--- config.mk ---
export PLATFORM = sky130hd
export DESIGN_NAME = program_space_access_unit
export DESIGN_NICKNAME = d
export VERILOG_FILES = /design/src/shared/program_space_pkg.sv /design/src/hw/program_space_access_unit.sv
export SDC_FILE = /design/constraint.sdc
export NUM_CORES = 2
export LEC_CHECK = 0
export BUFFER_PORTS_ARGS = -buffer_cell sky130_fd_sc_hd__buf_2
export CAP_MARGIN = 20
export CORE_AREA = 5 5 423 425
export CTS_CLUSTER_DIAMETER = 80
export DETAILED_ROUTE_END_ITERATION = 8
export DIE_AREA = 0 0 428 430
export PLACE_DENSITY = 0.65
export SETUP_SLACK_MARGIN = 0.15
export SLEW_MARGIN = 10
export SYNTH_ARGS = -nofsm -noshare
export SYNTH_HDL_FRONTEND = slang
export SYNTH_SLANG_ARGS = --single-unit
--- constraint.sdc ---
create_clock -name CLK -period 2.25 [get_ports CLK]
set_input_delay 0.3375 -clock CLK [delete_from_list [all_inputs] [get_ports CLK]]
set_output_delay 0.3375 -clock CLK [all_outputs]
set_load 0.01 [all_outputs]
--- src/shared/program_space_pkg.sv ---
// Constants, types and carriers of the program space access unit
package program_space_pkg;

   // Register port map (word index on the register port)
   localparam logic [1:0] OFS_TABLE_PAGE = 2'h0;
   localparam logic [1:0] OFS_WINDOW_PAGE = 2'h1;
   localparam logic [1:0] OFS_CORE_CONTROL = 2'h2;
   localparam logic [1:0] OFS_STATUS = 2'h3;

   // Field positions and reset values
   localparam int CW_ENABLE_BIT = 2;
   localparam int CFG_SPACE_BIT = 7;
   localparam int STAT_REFUSED_BIT = 0;
   localparam int STAT_BUSY_BIT = 1;
   localparam int STAT_TABLE_BIT = 2;
   localparam logic [7:0] TABLE_PAGE_RST = 8'h00;
   localparam logic [7:0] WINDOW_PAGE_RST = 8'h00;
   localparam logic [15:0] CORE_CONTROL_RST = 16'h0000;

   // Program memory organisation
   localparam int ROW_WORDS = 64;
   localparam int ROW_BYTES = 192;
   localparam int BLOCK_WORDS = 512;
   localparam int BLOCK_BYTES = 1536;
   localparam int ROW_ADDR_LSB = 7;
   localparam int BLOCK_ADDR_LSB = 10;
   localparam logic [23:0] PC_STEP = 24'h00_0002;

   // Extra cycles for a constant-window read
   localparam logic [1:0] EXTRA_NONE = 2'h0;
   localparam logic [1:0] EXTRA_MOVE = 2'h1;
   localparam logic [1:0] EXTRA_OTHER = 2'h2;

   typedef enum logic [2:0] {
      ACC_FETCH = 3'h0,
      ACC_DATA_RD = 3'h1,
      ACC_TRD_LO = 3'h2,
      ACC_TRD_HI = 3'h3,
      ACC_TWR_LO = 3'h4,
      ACC_TWR_HI = 3'h5
   } access_kind_t;

   // Gray codes along idle, issue, capture, wait
   typedef enum logic [1:0] {
      ST_IDLE = 2'b00,
      ST_ISSUE = 2'b01,
      ST_CAPTURE = 2'b11,
      ST_WAIT = 2'b10
   } unit_state_t;

   typedef struct packed {
      logic valid;
      access_kind_t kind;
      logic byte_mode;
      logic [15:0] effective_address;
      logic [23:0] pc;
      logic [15:0] wdata;
      logic transfer_instr;
      logic in_repeat;
      logic repeat_edge;
   } cpu_req_t;

   typedef struct packed {
      logic ack;
      logic busy;
      logic [15:0] rdata;
      logic [23:0] word;
      logic redirected;
      logic refused;
   } cpu_rsp_t;

endpackage

--- src/hw/program_space_access_unit.sv ---
// Program space address generation, table and constant-window access
//
// The strobed register port and the register addresses were decided locally.
`timescale 1ns/1ps
// Summary of operation
// Program address bit 0 always zero
// Table address is page over effective address
// Page bit 7 selects configuration space
// Configuration space: reads only, implemented area
// Table accesses need no word alignment
// Low table ops reach bits 15:0
// High table ops reach bits 23:16
// Low byte read picks byte by select
// High word read zeroes upper byte
// High byte read of phantom returns zero
// Program counter steps two per word
// Window only when address bit 15, enabled
// Window address: zero, page, bits 14:0
// Window reads return low sixteen bits
// Software fills window words' upper byte uniformly
// Window read lengthens instruction by cycles
// Window disabled during table operations
// Outside repeat: moves one, others two
// Inside repeat: two at edges, else none
// Rows of 64 words, blocks of 512
// Table writes go to holding latches
// Byte select is effective address bit 0
module program_space_access_unit #(
   parameter logic [23:0] CFG_IMPL_BASE = 24'h80_0000,
   parameter logic [23:0] CFG_IMPL_LAST = 24'h80_07FE
) (
   input wire logic CLK,
   input wire logic RSTN,
   input wire logic [1:0] REG_ADDR,
   input wire logic [15:0] REG_WDATA,
   input wire logic REG_WR,
   input wire logic REG_RD,
   output logic [15:0] REG_RDATA,
   input wire program_space_pkg::cpu_req_t CPU_REQ,
   output program_space_pkg::cpu_rsp_t CPU_RSP,
   output logic MEM_RD,
   output logic [23:0] MEM_ADDR,
   output logic MEM_CFG,
   input wire logic [23:0] MEM_RDATA,
   input wire logic [5:0] LATCH_IDX,
   output logic [23:0] LATCH_Q,
   output logic [23:0] ROW_ADDR,
   output logic [23:0] BLOCK_ADDR,
   output logic [23:0] NEXT_PC
);

   typedef struct packed {
      program_space_pkg::unit_state_t st;
      program_space_pkg::access_kind_t kind;
      logic byte_mode;
      logic sel;
      logic cw;
      logic [1:0] extra;
      logic [1:0] cnt;
      logic tbl_active;
      logic mem_rd;
      logic [23:0] mem_addr;
      logic mem_cfg;
      logic lat_we;
      logic [5:0] lat_idx;
      logic [23:0] lat_data;
      logic [2:0] lat_be;
      logic [7:0] table_page;
      logic [7:0] window_page;
      logic [15:0] core_control;
      logic refused_sticky;
      logic [15:0] reg_rdata;
      program_space_pkg::cpu_rsp_t rsp;
      logic [23:0] row_addr;
      logic [23:0] block_addr;
      logic [23:0] next_pc;
   } unit_t;

   unit_t s_reg;
   unit_t s_next;
   logic [23:0] latch_mem [program_space_pkg::ROW_WORDS];
   logic [23:0] latch_q_reg;

   // Table kinds share addressing; decoded in several places
   function automatic logic is_table(input program_space_pkg::access_kind_t k);
      return k inside {program_space_pkg::ACC_TRD_LO, program_space_pkg::ACC_TRD_HI,
                       program_space_pkg::ACC_TWR_LO, program_space_pkg::ACC_TWR_HI};
   endfunction

   function automatic logic is_write(input program_space_pkg::access_kind_t k);
      return k inside {program_space_pkg::ACC_TWR_LO, program_space_pkg::ACC_TWR_HI};
   endfunction

   // Penalty of a window read by instruction class and loop position
   function automatic logic [1:0] cw_penalty(input program_space_pkg::cpu_req_t r);
      if (r.in_repeat) begin
         return r.repeat_edge ? program_space_pkg::EXTRA_OTHER
                              : program_space_pkg::EXTRA_NONE;
      end
      return r.transfer_instr ? program_space_pkg::EXTRA_MOVE
                              : program_space_pkg::EXTRA_OTHER;
   endfunction

   logic accept;
   logic cw_hit;
   logic [23:0] tbl_addr;
   logic [23:0] cw_addr;
   logic [23:0] fetch_addr;
   logic cfg_impl;
   logic [15:0] status_word;

   // Address candidates for every access type
   always_comb begin
      accept = CPU_REQ.valid && (s_reg.st == program_space_pkg::ST_IDLE);
      fetch_addr = {1'b0, CPU_REQ.pc[22:1], 1'b0};
      // Any effective address accepted; bit 0 only becomes the byte select
      tbl_addr = {s_reg.table_page, CPU_REQ.effective_address[15:1], 1'b0};
      cw_addr = {1'b0, s_reg.window_page, CPU_REQ.effective_address[14:1], 1'b0};
      // Window blocked while a table access is still in flight
      cw_hit = CPU_REQ.effective_address[15]
               && s_reg.core_control[program_space_pkg::CW_ENABLE_BIT]
               && !s_reg.tbl_active;
      cfg_impl = (tbl_addr >= CFG_IMPL_BASE) && (tbl_addr <= CFG_IMPL_LAST);
      status_word = 16'h0000;
      status_word[program_space_pkg::STAT_REFUSED_BIT] = s_reg.refused_sticky;
      status_word[program_space_pkg::STAT_BUSY_BIT] = s_reg.rsp.busy;
      status_word[program_space_pkg::STAT_TABLE_BIT] = s_reg.tbl_active;
   end

   // Next state: register port, request intake, memory sequencing
   always_comb begin
      logic cfg;
      logic [23:0] p;
      cfg = 1'b0;
      p = MEM_RDATA;
      s_next = s_reg;
      s_next.mem_rd = 1'b0;
      s_next.lat_we = 1'b0;
      s_next.rsp.ack = 1'b0;
      s_next.reg_rdata = 16'h0000;

      // Register port; read data stands in the following cycle only
      if (REG_WR) begin
         unique case (REG_ADDR)
            program_space_pkg::OFS_TABLE_PAGE: s_next.table_page = REG_WDATA[7:0];
            program_space_pkg::OFS_WINDOW_PAGE: s_next.window_page = REG_WDATA[7:0];
            program_space_pkg::OFS_CORE_CONTROL: s_next.core_control = REG_WDATA;
            program_space_pkg::OFS_STATUS: begin
               if (REG_WDATA[program_space_pkg::STAT_REFUSED_BIT]) begin
                  s_next.refused_sticky = 1'b0;
               end
            end
         endcase
      end
      if (REG_RD) begin
         unique case (REG_ADDR)
            program_space_pkg::OFS_TABLE_PAGE: s_next.reg_rdata = {8'h00, s_reg.table_page};
            program_space_pkg::OFS_WINDOW_PAGE: s_next.reg_rdata = {8'h00, s_reg.window_page};
            program_space_pkg::OFS_CORE_CONTROL: s_next.reg_rdata = s_reg.core_control;
            program_space_pkg::OFS_STATUS: s_next.reg_rdata = status_word;
         endcase
      end

      unique case (s_reg.st)
         program_space_pkg::ST_IDLE: begin
            if (accept) begin
               s_next.st = program_space_pkg::ST_ISSUE;
               s_next.rsp.busy = 1'b1;
               s_next.rsp.refused = 1'b0;
               s_next.rsp.redirected = 1'b0;
               s_next.kind = CPU_REQ.kind;
               s_next.byte_mode = CPU_REQ.byte_mode;
               s_next.sel = CPU_REQ.effective_address[0];
               s_next.cw = 1'b0;
               s_next.extra = program_space_pkg::EXTRA_NONE;
               s_next.tbl_active = is_table(CPU_REQ.kind);
               unique case (CPU_REQ.kind)
                  program_space_pkg::ACC_FETCH: begin
                     s_next.mem_rd = 1'b1;
                     s_next.mem_addr = fetch_addr;
                     s_next.mem_cfg = 1'b0;
                     s_next.next_pc = fetch_addr + program_space_pkg::PC_STEP;
                  end
                  program_space_pkg::ACC_DATA_RD: begin
                     if (cw_hit) begin
                        s_next.cw = 1'b1;
                        s_next.rsp.redirected = 1'b1;
                        s_next.mem_rd = 1'b1;
                        s_next.mem_addr = cw_addr;
                        s_next.mem_cfg = 1'b0;
                        s_next.extra = cw_penalty(CPU_REQ);
                     end
                  end
                  default: begin
                     cfg = s_reg.table_page[program_space_pkg::CFG_SPACE_BIT];
                     s_next.mem_addr = tbl_addr;
                     s_next.mem_cfg = cfg;
                     s_next.row_addr = {tbl_addr[23:program_space_pkg::ROW_ADDR_LSB],
                                        7'h00};
                     s_next.block_addr = {tbl_addr[23:program_space_pkg::BLOCK_ADDR_LSB],
                                          10'h000};
                     if (is_write(CPU_REQ.kind)) begin
                        if (cfg) begin
                           // Config writes never reach the latches
                           s_next.rsp.refused = 1'b1;
                           s_next.refused_sticky = 1'b1;
                        end else begin
                           s_next.lat_we = 1'b1;
                           s_next.lat_idx = tbl_addr[6:1];
                           s_next.lat_data = {CPU_REQ.wdata[7:0], CPU_REQ.wdata};
                           s_next.lat_be = 3'b000;
                           if (CPU_REQ.kind == program_space_pkg::ACC_TWR_LO) begin
                              if (!CPU_REQ.byte_mode) begin
                                 s_next.lat_be = 3'b011;
                              end else if (CPU_REQ.effective_address[0]) begin
                                 s_next.lat_data[15:8] = CPU_REQ.wdata[7:0];
                                 s_next.lat_be = 3'b010;
                              end else begin
                                 s_next.lat_be = 3'b001;
                              end
                           end else if (!(CPU_REQ.byte_mode
                                          && CPU_REQ.effective_address[0])) begin
                              s_next.lat_be = 3'b100;
                           end
                        end
                     end else if (!cfg || cfg_impl) begin
                        s_next.mem_rd = 1'b1;
                     end else begin
                        s_next.rsp.refused = 1'b1;
                     end
                  end
               endcase
            end
         end
         program_space_pkg::ST_ISSUE: begin
            s_next.st = program_space_pkg::ST_CAPTURE;
         end
         program_space_pkg::ST_CAPTURE: begin
            // Memory answers one cycle after its read strobe
            if (!s_reg.rsp.refused && !is_write(s_reg.kind)) begin
               s_next.rsp.word = p;
               unique case (s_reg.kind)
                  program_space_pkg::ACC_TRD_LO: begin
                     if (!s_reg.byte_mode) begin
                        s_next.rsp.rdata = p[15:0];
                     end else begin
                        s_next.rsp.rdata = {8'h00, s_reg.sel ? p[15:8] : p[7:0]};
                     end
                  end
                  program_space_pkg::ACC_TRD_HI: begin
                     if (s_reg.byte_mode && s_reg.sel) begin
                        s_next.rsp.rdata = 16'h0000;
                     end else begin
                        s_next.rsp.rdata = {8'h00, p[23:16]};
                     end
                  end
                  program_space_pkg::ACC_DATA_RD: begin
                     s_next.rsp.rdata = s_reg.cw ? p[15:0] : 16'h0000;
                  end
                  default: begin
                     s_next.rsp.rdata = p[15:0];
                  end
               endcase
            end else begin
               s_next.rsp.rdata = 16'h0000;
               s_next.rsp.word = 24'h00_0000;
            end
            if (s_reg.extra != program_space_pkg::EXTRA_NONE) begin
               s_next.st = program_space_pkg::ST_WAIT;
               s_next.cnt = s_reg.extra;
            end else begin
               s_next.st = program_space_pkg::ST_IDLE;
               s_next.rsp.ack = 1'b1;
               s_next.rsp.busy = 1'b0;
               s_next.tbl_active = 1'b0;
            end
         end
         program_space_pkg::ST_WAIT: begin
            // Extra cycles of the window read are counted down here; no memory read is made
            s_next.cnt = s_reg.cnt - 2'h1;
            if (s_reg.cnt == 2'h1) begin
               s_next.st = program_space_pkg::ST_IDLE;
               s_next.rsp.ack = 1'b1;
               s_next.rsp.busy = 1'b0;
               s_next.tbl_active = 1'b0;
            end
         end
      endcase
   end

   // State register; everything clears on reset
   always_ff @(posedge CLK) begin
      if (!RSTN) begin
         s_reg <= '0;
         s_reg.table_page <= program_space_pkg::TABLE_PAGE_RST;
         s_reg.window_page <= program_space_pkg::WINDOW_PAGE_RST;
         s_reg.core_control <= program_space_pkg::CORE_CONTROL_RST;
      end else begin
         s_reg <= s_next;
      end
   end

   // Holding latches; contents undefined after reset, as in the array
   always_ff @(posedge CLK) begin
      if (s_reg.lat_we) begin
         for (int b = 0; b < 3; b++) begin
            if (s_reg.lat_be[b]) begin
               latch_mem[s_reg.lat_idx][b*8 +: 8] <= s_reg.lat_data[b*8 +: 8];
            end
         end
      end
      latch_q_reg <= latch_mem[LATCH_IDX];
   end

   assign REG_RDATA = s_reg.reg_rdata;
   assign CPU_RSP = s_reg.rsp;
   assign MEM_RD = s_reg.mem_rd;
   assign MEM_ADDR = s_reg.mem_addr;
   assign MEM_CFG = s_reg.mem_cfg;
   assign LATCH_Q = latch_q_reg;
   assign ROW_ADDR = s_reg.row_addr;
   assign BLOCK_ADDR = s_reg.block_addr;
   assign NEXT_PC = s_reg.next_pc;
endmodule // program_space_access_unit

-- Word-level counts from Yosys, hierarchy flattened
Memory sizes are Yosys's and may differ from the RTL's. A register that Yosys moved wholly into a read port is not among the register bits.
Cells that the tools add are included.
- register bits: 221
- bits in writable memories: 1536
- input bits: 116
- output and inout port bits: 182
- logic and storage cells: 168
- memories: 1
- memory list (memory ; depth ; width ; read ports ; clocked after memory_dff ; wr ports ; line ; RTL):
    latch_mem ; 64 ; 24 ; 1 ; 1 ; 1 ; program_space_access_unit.sv:81 ; logic [23:0] latch_mem [program_space_pkg::ROW_WORDS];
- add/subtract/negate cells: 2
- $lt $le $gt $ge: 2
- equal/unequal tests: 22
- muxes and demuxes: 70
- bitwise gates (word level): 6
- reduce and logical (&&, ||, !) cells: 36
- operators by type and width (operator ; count):
    34-bit 2-to-1 mux ; 3
    16-bit case mux with 4 select lines ; 1
    61-bit 2-to-1 mux ; 1
    26-bit case mux with 2 select lines ; 1
    49-bit 2-to-1 mux ; 1
    16-bit case mux with 3 select lines ; 1
    40-bit 2-to-1 mux ; 1
    8-bit 2-to-1 mux ; 5
    1-bit 2-to-1 mux ; 32
    16-bit 2-to-1 mux ; 2
    26-bit 2-to-1 mux ; 1
    23-bit by 2-bit adder with 24-bit output, second input constant ; 1
    24-bit greater-or-equal comparator, second input constant ; 1
    24-bit less-or-equal comparator, second input constant ; 1
    2-bit 2-to-1 mux ; 11
    2-bit AND reduction ; 7
    3-bit by 2-bit == test with 1-bit output, second input constant ; 4
    3-bit == test, second input constant ; 4
    3-bit 2-to-1 mux ; 4
    3-bit AND reduction ; 4
    10-bit 2-to-1 mux ; 1
    2-bit inequality test, second input constant ; 5
    2-bit == test, second input constant ; 4
    2-bit case mux with 4 select lines ; 1
    19 further kinds ; 41

-- Longest topological paths before layout
- depth in word-level cells: 11
- gate-level depth with buffers: 9

-- Worst setup path after synthesis
OpenSTA, ideal clock, no wires.
- path kind: register to register
- start: register, netlist name s_reg[184]
- end: memory latch_mem[0][0] (data pin)
- library setup time: 0.529 ns
- arrival: 1.839 ns
- slack: -0.117 ns
- cell stages (with the launch flop): 1
- path buffers: 0
- clock period less this slack: 2.367 ns
- cells stage by stage: dfxtp_1
- RTL lines (what ; line):
    end: declaration ; program_space_access_unit.sv:81

-- Worst setup path in the final report
- start: register s_reg[198] (netlist bit)
- end: memory latch_mem[30][11] (enable)
- word-level cells in the longest chain between the ends: 2
- ends and longest elaborated chain (what ; line ; RTL):
    start: declaration ; program_space_access_unit.sv:79 ; unit_t s_reg;
    start signal: assignment ; program_space_access_unit.sv:299 ; s_reg <= s_next;
    1-bit 2-to-1 mux ; program_space_access_unit.sv:305 ; if (s_reg.lat_we) begin
    1-bit 2-to-1 mux (not written as such) ; program_space_access_unit.sv:308 ; latch_mem[s_reg.lat_idx][b*8 +: 8] <= s_reg.lat_data[b*8 +: 8];
No other way between the ends.

==> results.md <==
CTS:
- The maximum clock path buffer count is 3.
- The H-tree depth reported by CTS is 4.
- Clock tree synthesis selected as its root buffer the cell clkbuf_16.
- The clock insertion delay at the later pin of the skew report is roughly 800 ps.
- TritonCTS built the clock tree.
- The CTS clock-pin slew for the worst setup and hold paths is 60 ps.
- Buffers inserted during clock tree synthesis total about 170.
- The clock net in this run drives a total of approximately 1800 sinks.

STA:
- Derived from the worst setup path, the maximum achievable clock frequency is 481 MHz.
- Setup repair after global routing could not meet its margin everywhere.
- The total of endpoints with negative setup slack in the final report is 0.
- Measured against its own limit, the worst slew margin works out to a little under a third.
- The final critical delay including setup and external delays is 2080 ps.
- Between clock sinks in the finished design, the worst skew comes to roughly 29 ps.
- The number of hold violations in the final report was 0.
- Setup slack closes at 171 ps.
- The total count of max-transition violations in the final report came to 0.
- The worst-case hold slack is 77.1 ps.
- The pin slew with the least headroom to its limit is roughly 1000 ps.
- After layout, the worst path uses between 90% and 100% of the clock period.

Yosys:
- Synthesis produced between 3000 and 4000 cells.
- Sequential cells were found to cover a little over 70% of the synthesized design area.
- The number of library cell types mapped by synthesis is 60.
- The simple-gate share of the synthesized area is ~4.4%.
- After Yosys synthesis, full adders, half adders and majority gates account for 0.0360% of the synthesized area.
- For this run, the leading register cell type out of synthesis is edfxtp_1.
- The average cell area after synthesis is approximately 18 µm².
- The synthesized netlist devotes 4.37% of its cell area to compound gates.
- In this run, synthesis produced a sequential element count of approximately 1800.
- The synthesized netlist occupies a cell area of 0.0695 mm².
- The fraction of synthesized cell area in xor and xnor cells is less than 1%.
- The largest family of logic cells by synthesized area is multiplexers.
- The number of enable flip-flop cells after synthesis is between 1500 and 2000.
- During synthesis, Yosys emitted a total of 0 warnings.
- Counting flops with an async set or reset pin after synthesis yields a share of 0%.
- In the synthesized netlist, mux cells make up between 10% and 20% of the area.

Finish:
- The number of flip-flops under the largest register name is about 1500.
- Fill cells in the final layout number roughly 15000.
- Excluding fillers, the count of instances in the completed layout stands at 7130.
- The layout overhead on the synthesized area is 19.1%.
- In the final layout, the share of cells above drive strength 1 is approximately 32%.
- The finished cells cover about 0.083 mm².
- The net count of the finished layout is between 4000 and 5000.
- The library cell used most frequently in the layout, excluding fill and tap cells, is edfxtp_1.
- In the layout the commonest cells are edfxtp_1, buf_4, mux4_2, nor2_1, buf_2.

Detailed routing:
- The sum of routed wire length over all layers is 179000 µm.
- The total number of vias is about 39000.
- The number of nets with antenna violations after routing is 0.
- The starting DRC count in detailed routing is approximately 3900.
- After detailed routing, the number of vias per cell comes to ~5.4.
- The first-pass detailed-route iteration total is 6.
- For this run, design rule violations remaining after detail routing come to 0.
- In the final routed layout, each cell accounts on average for about 25 µm.

Setup path:
- The worst endpoint data arrival time is roughly 2600 ps.
- In this run the critical register-to-register path is launched from s_reg[198].
- Of all nets on the critical path, the largest fanout is 10.
- At the worst endpoint, the required time is between 2000 and 3000 ps.
- The worst setup path is captured at a flip-flop.
- The worst setup path is launched from a flip-flop.
- The endpoint of the most critical register-to-register path is latch_mem[30][11].
- Counting cells, the worst reg-to-reg path comes to 4.
- By startpoint and endpoint, the worst setup path is classified as reg2reg.
- The flop-to-flop setup slack is between 150 and 200 ps.
- The capturing element of the worst setup path is latch_mem[30][11].
- The launching element of the worst setup path is s_reg[198].

Power:
- Power spread over the standard cell area amounts to around 800 mW/mm².
- The completed layout was analyzed and its total power is 67.1 mW.
- The peak supply drop is a little over 700 µV.
- The reported leakage power is 29.5 nW.

Placed design:
- The final weighted congestion in routability-driven placement is 0.854.
- Timing analysis after detailed placement gives a worst setup slack of -260 ps.
- After legalization and detailed placement, the total HPWL measured between 100000 and 150000 µm.
- The count of input and output buffers is approximately 280.
- The placed standard-cell area is around 0.076 mm².
- The post-placement cell count is between 6000 and 7000.

Worst hold path:
- The min-delay analysis places its worst path in the category in2reg.
- The number of cells on the worst hold path is 4.

GRT:
- Entering global routing, the biggest net connects 89 pins.
- Summed over all layers, the global routing overflow is 0.
- The number of global-route vias before repair is roughly 39000.
- Across every metal layer, demand over resource in global routing totals approximately a fifth.
- The number of antenna violations at the first check in global routing is 9.
- The first global-routing pass estimated 262000 µm of wire.

Job:
- The max-cap check violation count is 0.

Floorplanning:
- Measured along the x axis, the die boundary spans 428 µm.
- For this configuration, the core starts out at a cell density of roughly two fifths.
- The site row count is 154.
- The number of top-level pins is 298.
- The die is approximately 430 µm tall.
- The full die area is roughly 0.18 mm².
- After floorplanning, the core was sized to cover 0.175 mm².

Status:
- The run finished with clean final reports.
cell type report:
cell class	count	area, µm²	area share [%]
clock inverter	75	682	0.824
multi-input combinational	1808	16600	20.1
sequential	1755	50500	61.1
timing repair buffer	902	7220	8.72
inverter	7	31.3	0.0378
tap	2340	2930	3.54
antenna	7	17.5	0.0212
clock buffer	236	4730	5.71
timing repair:
action                                  CTS  global route
hold buffers                            113             0
endpoints found under the setup margin   59           134
resized for setup                         3            14
buffers inserted                          0             0
hold endpoints to repair                165             0
layer usage:
metal / routed length [µm] / GRT usage [%] / share of wire, %
met1: 72500 / 25.9 / 41
met2: 87200 / 31.3 / 49
met3: 14000 / 3.85 / 7.8
met4: 4900 / 5.70 / 2.7
met5: 0 / 0 / 0
how the worst min path moves through the flow:
stage	slack, ps	endpoint	startpoint
2_1_floorplan	430	REG_RDATA[10]	s_reg[143]
3_3_place_gp	440	REG_RDATA[9]	s_reg[142]
3_5_place_dp	440	REG_RDATA[10]	s_reg[143]
4_1_cts	2	s_reg[132]	REG_ADDR[0]
5_1_grt	50	MEM_ADDR[1]	CPU_REQ[20]
6_report	80	s_reg[132]	REG_ADDR[0]
per-stage QoR:
stage / TNS [ps] / util [%]
3_3_place_gp: -3590 / 43.5
3_5_place_dp: -3870 / 43.5
6_report: 0 / 47.3
4_1_cts: 0 / 47.3
2_1_floorplan: 0 / -
5_1_grt: 0 / 47.3
Yosys cell counts (all sizes together) (36+ instances only):
cell type  instances  area [µm²]
o22ai             73         457
o21ai             52         260
nor2             320        1200
a22oi             36         270
mux2             146        1640
buf              298        2090
mux4             319        7180
nor2b             36         225
clkbuf           100         377
nand2            200         753
dfxtp            219        4380
mux2i            135        1350
nor3              40         221
a21oi            148         741
a211oi            76         571
edfxtp          1536       46100
cell families (layout without fill, tap and decap cells):
family,Yosys count,in the layout
AO/OA/AOI/OAI,470,470
multiplexers,600,600
adder cells (fa/ha/maj),2,2
other,1,26
flip-flops,1755,1755
XOR/XNOR,20,20
AND/OR/NAND/NOR,697,697
buffers and inverters,405,1220
critical path, cell delays in order, from the launching register on:
cell and delay [ps]:
dfxtp_1 400, and2_1 420, nand2_1 470, nor2_1 240, buf_4 230
report_power, final:
group,switching [mW],total (mW),internal [mW]
logic,2.13,3.74,1.61
registers,0.252,35.6,35.4
clock network,12.1,27.7,15.6
total,14.5,67.1,52.6
(Power assumes the default switching activity.)
